$ cat config.mk
export PLATFORM = sky130hd
export DESIGN_NAME = phase_sequencer_flat
export DESIGN_NICKNAME = d
export VERILOG_FILES = /design/src/stepper_pkg.sv /design/src/stepper_link_if.sv /design/src/boost_mono.sv /design/src/phase_sequencer.sv /design/src/flat_wrapper.sv
export SDC_FILE = /design/constraint.sdc
export NUM_CORES = 1
export LEC_CHECK = 0
export ABC_CLOCK_PERIOD_IN_PS = 3500
export BUFFER_PORTS_ARGS = -buffer_cell sky130_fd_sc_hd__buf_2
export CAP_MARGIN = 20
export CORE_AREA = 3 3 61 63
export CTS_CLUSTER_SIZE = 16
export DETAILED_ROUTE_END_ITERATION = 10
export DIE_AREA = 0 0 64 66
export PLACE_DENSITY = 0.83
export SYNTH_ARGS = -nofsm -noshare
export SYNTH_HDL_FRONTEND = slang
export SYNTH_SLANG_ARGS = --single-unit
export TNS_END_PERCENT = 10
$ cat constraint.sdc
create_clock -name sys_clk_i -period 3.5 [get_ports sys_clk_i]
set_input_delay 0.525 -clock sys_clk_i [delete_from_list [all_inputs] [get_ports sys_clk_i]]
set_output_delay 0.525 -clock sys_clk_i [all_outputs]
set_load 0.005 [all_outputs]
$ cat src/stepper_pkg.sv
// Package of shared constants for the stepper phase sequencer
package stepper_pkg;

    // Phase index width: eight half-step positions per electrical cycle
    localparam int unsigned PHASE_W = 3;
    localparam logic [2:0] PHASE_RESET = 3'h0;
    localparam logic [2:0] PHASE_ONE = 3'h1;
    localparam logic [2:0] PHASE_TWO = 3'h2;

    // Boost monostable on-time: t_on = 0.55 * R * C
    localparam real BOOST_R_OHM = 47.0;
    localparam real BOOST_C_F = 10.0e-9;
    localparam real BOOST_TON_NS = 0.55 * BOOST_R_OHM * BOOST_C_F * 1.0e9;
    localparam real CLK_PERIOD_NS = 100.0;
    localparam int unsigned BOOST_CYCLES_RAW = int'(BOOST_TON_NS / CLK_PERIOD_NS);
    localparam int unsigned BOOST_CYCLES = (BOOST_CYCLES_RAW < 1) ? 1 : BOOST_CYCLES_RAW;
    localparam int unsigned BOOST_CNT_W = 8;
    localparam logic [7:0] BOOST_LOAD = 8'(BOOST_CYCLES);
    localparam logic [7:0] BOOST_ZERO = 8'h00;
    localparam logic [7:0] BOOST_DEC = 8'h01;

    // Register map of the controller front end
    localparam logic [3:0] ADDR_CTRL = 4'h0;
    localparam logic [3:0] ADDR_CMD = 4'h1;
    localparam logic [3:0] ADDR_STATUS = 4'h2;
    localparam logic [3:0] ADDR_IRQ_STAT = 4'h3;
    localparam logic [3:0] ADDR_IRQ_MASK = 4'h4;
    localparam logic [3:0] ADDR_POS = 4'h5;

    // CTRL fields
    localparam int unsigned CTRL_HALF_BIT = 0;
    localparam int unsigned CTRL_REV_BIT = 1;
    localparam int unsigned CTRL_INH_BIT = 2;
    localparam int unsigned CTRL_BOOST_HOLD_BIT = 3;
    localparam logic [3:0] CTRL_RESET = 4'h4;

    // CMD fields
    localparam int unsigned CMD_STEP_BIT = 0;

    // IRQ status fields
    localparam int unsigned IRQ_STEP_BIT = 0;
    localparam int unsigned IRQ_FULL_OK_BIT = 1;
    localparam int unsigned IRQ_REFUSED_BIT = 2;
    localparam int unsigned IRQ_W = 3;

    // Step pulse width and gap in clock cycles driven on the link
    localparam logic [3:0] STEP_HIGH_CYCLES = 4'h2;
    localparam logic [3:0] STEP_LOW_CYCLES = 4'h2;

    localparam logic [31:0] DATA_ZERO = 32'h0000_0000;

endpackage : stepper_pkg

$ cat src/stepper_link_if.sv
// Interface joining the step source and the phase sequencer
interface stepper_link_if;
    logic step;
    logic reverse;
    logic half_mode;
    logic inhibit;
    logic boost_node_o;
    logic boost_node_oe;
    logic [3:0] phase_sink_n;
    logic phase_a_boost_out;
    logic phase_b_boost_out;
    logic driver_level_sel0;
    logic driver_level_sel1;

    modport sequencer (
        input step, reverse, half_mode, inhibit, boost_node_o, boost_node_oe,
        output phase_sink_n, phase_a_boost_out, phase_b_boost_out,
        output driver_level_sel0, driver_level_sel1
    );

    modport source (
        output step, reverse, half_mode, inhibit, boost_node_o, boost_node_oe,
        input phase_sink_n, phase_a_boost_out, phase_b_boost_out,
        input driver_level_sel0, driver_level_sel1
    );
endinterface : stepper_link_if

$ cat src/boost_mono.sv
// Retriggerable boost monostable for one phase
module boost_mono
    import stepper_pkg::*;
(
    input wire logic sys_clk_i, // System clock
    input wire logic rstn_i, // Async reset, active low
    input wire logic trigger_i, // Phase change pulse
    input wire logic hold_i, // Timing node pulled low externally
    output logic boost_o // Boost output, active high
);

    typedef struct packed {
        logic [7:0] count;
        logic boost;
    } mono_s;

    mono_s q;
    mono_s next_q;

    always_comb begin
        next_q = q;
        if (trigger_i) begin
            next_q.count = BOOST_LOAD;
        end else if (q.count != BOOST_ZERO && !hold_i) begin
            next_q.count = q.count - BOOST_DEC;
        end
        next_q.boost = (next_q.count != BOOST_ZERO);
    end

    // State register
    always_ff @(posedge sys_clk_i or negedge rstn_i) begin
        if (!rstn_i) begin
            q <= '0;
        end else begin
            q <= next_q;
        end
    end

    assign boost_o = q.boost;

endmodule : boost_mono

$ cat src/phase_sequencer.sv
// Phase sequencer end: step-driven Gray-coded phase logic and boost outputs
//
// Chosen here: the register offsets and the plain strobed port.
module phase_sequencer
    import stepper_pkg::*;
(
    input wire logic sys_clk_i, // System clock
    input wire logic rstn_i, // Async reset, active low
    stepper_link_if.sequencer link, // Link to step source
    output logic [2:0] position_o // Current phase index
);

    // All sequencer state except the two boost monostables lives in one register image
    typedef struct packed {
        logic step_d; // Step level one cycle ago
        logic [2:0] pos; // Half-step position index
        logic [3:0] sink_n; // Registered phase sinks, active low
        logic [1:0] zero; // Zero flags, bit 0 phase A
        logic [1:0] trig; // Boost triggers, bit 0 phase A
    } seq_s;

    seq_s q;
    seq_s next_q;
    // Per-phase views: bit 0 phase A, bit 1 phase B
    logic [1:0] boost;
    logic [1:0] ph_on;
    logic [1:0] ph_pol;
    logic [3:0] sink_next_n;
    // Position arithmetic
    logic [2:0] pos_step;
    logic [2:0] pos_new;
    logic [2:0] pos_next;
    logic take_step;
    logic hold_node;
    logic step_in;
    logic rev_in;
    logic half_in;
    logic inh_in;
    // Shared by the per-sink and per-phase loops
    genvar gi;

    // float reads high
    // An open inhibit therefore keeps the windings off, the safe default
    assign step_in = (link.step !== 1'b0);
    assign rev_in = (link.reverse !== 1'b0);
    assign half_in = (link.half_mode !== 1'b0);
    assign inh_in = (link.inhibit !== 1'b0);

    // node pulled low
    // The node only counts as held while its driver is enabled and low
    assign hold_node = (link.boost_node_oe === 1'b1) && (link.boost_node_o === 1'b0);

    // Step edge detect; step_d resets low like an idle step pin, so no edge follows reset
    // one state per rising edge
    assign take_step = step_in && !q.step_d && !inh_in;

    // Distance and direction of the next move
    always_comb begin
        if (half_in) begin
            // Half-step moves one position
            pos_step = PHASE_ONE;
        end else if (q.pos[0]) begin
            // Leaving half mode on an odd position: snap to a two-winding state
            pos_step = PHASE_ONE;
        end else begin
            // Full-step jumps over the single-winding position
            pos_step = PHASE_TWO;
        end
        if (rev_in) begin
            pos_new = q.pos - pos_step;
        end else begin
            pos_new = q.pos + pos_step;
        end
    end

    // Position after this edge; the index wraps, so eight positions form one cycle
    always_comb begin
        if (take_step) begin
            pos_next = pos_new;
        end else begin
            pos_next = q.pos;
        end
    end

    // Winding map; even positions energise two windings, odd positions one
    // Decoding the next position keeps sinks and position in the same register edge
    // single winding steps
    always_comb begin
        ph_on = 2'h3;
        ph_pol = 2'h0;
        case (pos_next)
            3'h0: begin
                // A out1 and B out1
                ph_pol = 2'h0;
            end
            3'h1: begin
                // A out2 alone
                ph_on = 2'h1;
                ph_pol = 2'h1;
            end
            3'h2: begin
                // A out2 and B out1
                ph_pol = 2'h1;
            end
            3'h3: begin
                // B out2 alone
                ph_on = 2'h2;
                ph_pol = 2'h2;
            end
            3'h4: begin
                // A out2 and B out2
                ph_pol = 2'h3;
            end
            3'h5: begin
                // A out1 alone
                ph_on = 2'h1;
                ph_pol = 2'h0;
            end
            3'h6: begin
                // A out1 and B out2
                ph_pol = 2'h2;
            end
            default: begin
                // B out1 alone
                ph_on = 2'h2;
                ph_pol = 2'h0;
            end
        endcase
    end

    // Per-sink drive: bits 0 and 1 are phase A, bits 2 and 3 phase B
    // sink low when active
    generate
        for (gi = 0; gi < 4; gi++) begin : g_sink
            // Even bits sink on polarity 0, odd bits on polarity 1
            logic pol_match;
            assign pol_match = (ph_pol[gi / 2] == 1'(gi % 2));
            assign sink_next_n[gi] = !(ph_on[gi / 2] && pol_match) || inh_in;
        end
    endgenerate

    // Sequencer next state
    always_comb begin
        next_q = q;
        // Step level kept for edge detection
        next_q.step_d = step_in;
        next_q.pos = pos_next;
        // zero flags
        // A flag follows the winding map even while inhibited, so software
        // still sees where the rotor will resume
        next_q.zero = ~ph_on;
        next_q.sink_n = sink_next_n;
        // trigger on phase change
        // Inhibit gates the trigger: a boost into windings that are off is wasted
        next_q.trig[0] = (sink_next_n[1:0] != q.sink_n[1:0]) && !inh_in;
        next_q.trig[1] = (sink_next_n[3:2] != q.sink_n[3:2]) && !inh_in;
    end

    // State register; reset leaves every sink off and the position at zero
    always_ff @(posedge sys_clk_i or negedge rstn_i) begin
        if (!rstn_i) begin
            q <= '0;
            q.sink_n <= 4'hF;
        end else begin
            q <= next_q;
        end
    end

    // One boost monostable per phase, both sharing the timing node
    // boost active high
    generate
        for (gi = 0; gi < 2; gi++) begin : g_mono
            boost_mono boost_mono_inst (
                .sys_clk_i(sys_clk_i),
                .rstn_i(rstn_i),
                .trigger_i(q.trig[gi]),
                .hold_i(hold_node),
                .boost_o(boost[gi])
            );
        end
    endgenerate

    assign link.driver_level_sel0 = q.zero[0];
    assign link.driver_level_sel1 = q.zero[1];
    assign link.phase_sink_n = q.sink_n;
    assign link.phase_a_boost_out = boost[0];
    assign link.phase_b_boost_out = boost[1];
    assign position_o = q.pos;

endmodule : phase_sequencer

$ cat src/flat_wrapper.sv
// flat-port wrapper written by rule: the top's interface ports become plain ports
module phase_sequencer_flat import stepper_pkg::*;
  (sys_clk_i, rstn_i, position_o, link_step, link_reverse, link_half_mode, link_inhibit, link_boost_node_o, link_boost_node_oe, link_phase_sink_n, link_phase_a_boost_out, link_phase_b_boost_out, link_driver_level_sel0, link_driver_level_sel1);
  stepper_link_if link_i ();
  input wire logic sys_clk_i;
  input wire logic rstn_i;
  output logic [2:0] position_o;
  input wire logic [$bits(link_i.step)-1:0] link_step;
  input wire logic [$bits(link_i.reverse)-1:0] link_reverse;
  input wire logic [$bits(link_i.half_mode)-1:0] link_half_mode;
  input wire logic [$bits(link_i.inhibit)-1:0] link_inhibit;
  input wire logic [$bits(link_i.boost_node_o)-1:0] link_boost_node_o;
  input wire logic [$bits(link_i.boost_node_oe)-1:0] link_boost_node_oe;
  output wire logic [$bits(link_i.phase_sink_n)-1:0] link_phase_sink_n;
  output wire logic [$bits(link_i.phase_a_boost_out)-1:0] link_phase_a_boost_out;
  output wire logic [$bits(link_i.phase_b_boost_out)-1:0] link_phase_b_boost_out;
  output wire logic [$bits(link_i.driver_level_sel0)-1:0] link_driver_level_sel0;
  output wire logic [$bits(link_i.driver_level_sel1)-1:0] link_driver_level_sel1;
  assign link_i.step = link_step;
  assign link_i.reverse = link_reverse;
  assign link_i.half_mode = link_half_mode;
  assign link_i.inhibit = link_inhibit;
  assign link_i.boost_node_o = link_boost_node_o;
  assign link_i.boost_node_oe = link_boost_node_oe;
  assign link_phase_sink_n = link_i.phase_sink_n;
  assign link_phase_a_boost_out = link_i.phase_a_boost_out;
  assign link_phase_b_boost_out = link_i.phase_b_boost_out;
  assign link_driver_level_sel0 = link_i.driver_level_sel0;
  assign link_driver_level_sel1 = link_i.driver_level_sel1;
  phase_sequencer u_core (.sys_clk_i(sys_clk_i), .rstn_i(rstn_i), .link(link_i), .position_o(position_o));
endmodule
Word level (Yosys, flattened, before mapping)
Cells that the tools add are included.
{"block": "word_totals", "in_bits": 8, "ramBits": 0, "wordCells": 71, "out_inout_bits": 11, "ff_bits": 30, "memories": 0, "mem_bits_ro": 0, "latch_bits": 0}
{"block": "classes", "mux": 10, "n_lt_le_gt_ge": 0, "eq_ne": 14, "n_div": 0, "mul": 0, "n_bitwise": 3, "reduce_logical": 31, "add_sub_neg": 4, "shifts": 0}
{"cell": "$mux 8", "n": 4}
{"cell": "$reduce_bool 8->1", "n": 4}
{"cell": "$sub 8x1->8 const B", "n": 2}
{"cell": "$logic_and 1x1->1", "n": 11}
{"cell": "$eq 3x3->1 const B", "n": 3}
{"cell": "$logic_not 1->1", "n": 7}
{"cell": "$eq 3x2->1 const B", "n": 2}
{"cell": "$mux 3", "n": 2}
{"cell": "$pmux 2 s3", "n": 1}
{"cell": "$reduce_or 2->1", "n": 3}
{"cell": "$logic_or 1x1->1", "n": 4}
{"cell": "$mux 2", "n": 2}
{"cell": "$ne 2x2->1", "n": 2}
{"cell": "$nex 1x1->1 const B", "n": 4}
{"cell": "$pmux 2 s2", "n": 1}
{"cell": "$reduce_or 4->1", "n": 1}
{"cell": "$add 3x2->3", "n": 1}
{"cell": "$eq 3x1->1 const B", "n": 1}
{"cell": "$logic_not 3->1", "n": 1}
{"cell": "$sub 3x2->3", "n": 1}
{"cell": "$eqx 1x1->1 const B", "n": 2}
{"cell": "$not 1->1", "n": 2}
{"cell": "$not 2->2", "n": 1}

Depth between registers and ports, before layout
{"block": "logic_depth", "depth_word": 14, "ltp_mapped": 10, "ltp_nobuf": 10}

Cells and area by module
From an unflattened synthesis, not the netlist that was laid out.
{"block": "unflattened", "cells_unflattened": 198, "area_unflattened_um2": 1926.8}
{"mod": "boost_mono", "cells_per_inst": 55, "seq_area_each_um2": 225.2, "n_inst": 2, "area_each_um2": 535.5}
{"mod": "phase_sequencer", "cells_per_inst": 88, "seq_area_each_um2": 305.3, "n_inst": 1, "area_each_um2": 855.8}

Worst setup path after synthesis
No wires, ideal clock.
{"block": "synth_timing", "path_type": "input to register", "startpoint": "input link_half_mode", "endpoint": "register u_core.q, in the netlist u_core.link.phase_sink_n[0]", "setup_ps": 77, "arrival_ps": 2809, "t_required_ps": 3423, "path_slack_ps": 615, "path_stages": 10, "n_path_buf": 0, "path_cell_list": "nor2_1 > inv_1 > ha_1 > mux2_2 > fa_1 > or3_1 > a21oi_4 > xnor2_2 > or3_1 > a21o_1"}
{"item": "start, declared", "line_no": "flat_wrapper.sv:10", "rtl": "input wire logic [$bits(link_i.half_mode)-1:0] link_half_mode;"}
{"item": "end signal, assigned", "line_no": "phase_sequencer.sv:165", "rtl": "q <= next_q;"}
{"item": "end, declared", "line_no": "phase_sequencer.sv:22", "rtl": "seq_s q;"}

==> metrics.md <==
| Metric | Value |
|---|---|
| # diodes | 0 |
| RSZ-0062 raised after global routing | no |
| # setup viols final | 0 |
| Max-cap violations | 0 |
| Fmax | roughly 330 MHz |
| Wire per inst | between 10 and 15 µm |
| Share of cells above drive strength 1 | 0.2010 |
| Rows | 21 |
| Initial Util | 0.5330 |
| CP required | approximately 3.7 ns |
| Vias in the first global route | around 1200 |
| Reg-to-reg startpoint | u_core.position_o[0]$_DFF_PN0_ |
| Most common cell after layout, fill and taps aside | dfrtp_1 |
| Cell variety after synth | 50 |
| Most frequent cells in the layout | dfrtp_1 (26), nor2_1 (20), buf_2 (18) |
| Port bufs | 18 |
| Fin nets | approximately 210 |
| Max_slew headroom | 0.5086 |
| Register share of total power | 0.413 |
| Clk slew on worst S/H paths | ~0.10 ns |
| DR vias | roughly 1300 |
| CP Max Fanout | 9 |
| Post-CTS Repair Setup Buffers | 0 |
| Fillers | approximately 300 |
| Total GRT Usage | 0.1716 |
| Peak supply drop | approximately 0.38 mV |
| Die ar. | 4224 µm² |
| Seq/Total Area, Yosys | 0.4317 |
| Pwr dens | ~800 nW/µm² |
| Worst r2r path cells | 10 |
| Area grow syn2layout | 7.362% |
| Ports | 19 |
| CTS root buf | clkbuf_4 |
| CP Class | reg -> reg |
| Crit path DAT | between 3 and 4 ns |
| Fraction of registers with async set/reset | 1.000 |
| Clock H-tree levels | 2 |
| Starting DRT DRC Count | 43 |
| Max-slew violations | 0 |
| Hold buffers post-CTS | 0 |
| Post-DP HPWL | 2268 µm |
| Vias per cell | about 5.5 |
| Internal power | about 0.90 mW |
| CP endpoint kind | flip-flop |
| CP Launch Type | flip-flop |
| Clock buffer depth | 2 |
| Synthesis Warnings | 0 |
| CP startpoint | u_core.position_o[0]$_DFF_PN0_ |
| Status | complete, no violations |
| Post-Syn Instances | 180 |
| Multi-input gate area | 870.8 µm² |
| Final period util | 0.8535 |
| Reg area | 755.7 µm² |
| Die Width | approximately 64 µm |
| Top FF cell, synth | dfrtp_1 |
| Pwr Total | between 1.5 and 2 mW |
| Switching Fraction | 0.4090 |
| Min-delay worst type | in -> async |
| CTS Buf Count | 5 |
| Seq cells post-synth | 30 |
| EDFF count, synth | 0 |
| Residual DRC | 0 |
| Reg2reg setup slack | 0.51 ns |
| Worst-Margin Slew | around 0.73 ns |
| Post-CTS sizing | 0 |
| Syn Nets | 194 |
| Core Area | 3284 µm² |
| First-pass GRT wire length | between 5000 and 6000 µm |
| RePlAce Congestion | a little over 0.8 |
| Clock power frac | 0.143 |
| Mean Syn Cell Area | 9.725 µm² |
| Setup TNS | 0 ns |
| Vert. Die Dim | ~66 µm |
| CTS tree | built |
| Final hold viol count | 0 |
| R2r endpoint | u_core.q[1]$_DFF_PN0_ |
| Skew-Pair Late Insertion Delay | 0.33 ns |
| Remaining Overflow, GRT | 0 |
| Pre-antenna DRT Iters | 4 |
| Leakage dissipation | 0.8679 nW |
| Combinational power share | 0.443 |
| Cell area after synthesis | between 1500 and 2000 µm² |
| Min Tclk post-route | ~3 ns |
| Clk sinks | 30 |
| Routed Antenna Nets | 0 |
| Clock Skew | 0.007988 ns |
| NetSw | 0.6255 mW |
| Maximum number of pins on one net before global-route repair | 31 |
| Antenna violations before repair | 0 |
| Routed WL | between 3000 and 4000 µm |
[power groups by stage]
stage               Sequential [mW]  Clock [mW]  Combinational, mW
global route                  0.661       0.244              0.766
global placement              0.635           0              0.655
floorplan                     0.588           0              0.593
CTS                           0.631       0.225              0.680
finish                        0.632       0.219              0.678
detailed placement            0.638           0              0.675
[registers in the layout, indices dropped and copies added (netlist names)]
register / cells
u_core.g_mono.boost_mono_inst.q: 16
u_core.link.driver_level_sel0: 1
u_core.position_o: 3
u_core.g_mono.boost_mono_inst.boost_o: 2
u_core.q: 3
u_core.link.driver_level_sel1: 1
u_core.link.phase_sink_n: 4
[area by class of cell]
cell class,count,share of cell area
Clock buffer,7,0.02929
Clock inverter,1,0.002663
Inverter,12,0.02397
Multi-Input combinational cell,126,0.4634
Sequential cell,30,0.4021
Tap cell,46,0.03063
Timing Repair Buffer,18,0.04794
[synthesized netlist by cell type, types with 2 or more instances]
cell      instances  area (µm²)
nand3_1           6       30.03
buf_4             7       52.55
mux2i_1           8       80.08
or4_1             2       15.01
a21boi_0          2       15.01
nor4b_1           2       17.52
nand2b_1          8       50.05
xor2_1            3       26.28
nand2_1          10       37.54
xnor2_1           3       26.28
or3_1             4       25.02
ha_1              5       62.56
a21oi_1           8       40.04
mux2_2            2       22.52
a211o_1           2       17.52
dfstp_2           4       105.1
buf_1             2       7.510
nand4_1           2       12.51
dfrtp_1          26       650.6
clkbuf_1          2       7.510
a221oi_1          2       17.52
nand4b_1          3       26.28
nor2_1           20       75.07
nand3b_1          2       15.01
nor2b_1           2       12.51
o21ai_0           3       15.01
a31o_2            2       17.52
nor3_1            5       25.02
inv_1            12       45.04
[worst max-delay path, stage by stage (launching register included)]
cell	delay, ns
dfrtp_1	0.44
nor2_1	0.18
inv_1	0.06
ha_1	0.28
mux2_2	0.28
fa_1	0.37
or3_1	0.36
a21oi_4	0.18
xnor2_2	0.24
mux2i_1	0.19
a221oi_1	0.30
[how the worst max path moves through the flow]
stage                                                  endpoint  slack (ns)
after floorplan           u_core.link.phase_sink_n[0]$_DFF_PN1_        0.61
after global placement    u_core.link.phase_sink_n[0]$_DFF_PN1_        0.43
after detailed placement                  u_core.q[1]$_DFF_PN0_        0.30
after CTS                                 u_core.q[1]$_DFF_PN0_        0.49
after global routing                      u_core.q[0]$_DFF_PN0_        0.27
final                                     u_core.q[1]$_DFF_PN0_        0.51
[per-stage QoR]
stage                     std cells  cell area, µm²  worst slack, ns  hold WS (ns)    util
after floorplan                 180            1750           0.6147        0.2294       -
after global routing            240            1879           0.2651        0.2330  0.5722
after CTS                       240            1879           0.4928        0.2195  0.5722
after global placement          232            1819           0.4326        0.5304  0.5539
final                           240            1879           0.5127        0.2028  0.5722
after detailed placement        232            1819           0.3040        0.5360  0.5539
[logic make-up after synthesis]
logic type,after synthesis,share of synthesized area
buffers and inverters,24,0.07077
muxes,10,0.05861
AOI/OAI and AO/OA,31,0.1301
adders and majority gates,6,0.04718
xor gates and xnor gates,7,0.03932
DFF,30,0.4317
and+or+nand+nor,72,0.2223
[routing by layer]
metal,wire (µm),share of wire,global-route usage
met5,0,0,0
met3,166,0.053,0.05952
met4,65,0.021,0.07817
met1,1401,0.45,0.2030
met2,1482,0.48,0.2800
Power figures use the tool's default switching activity.
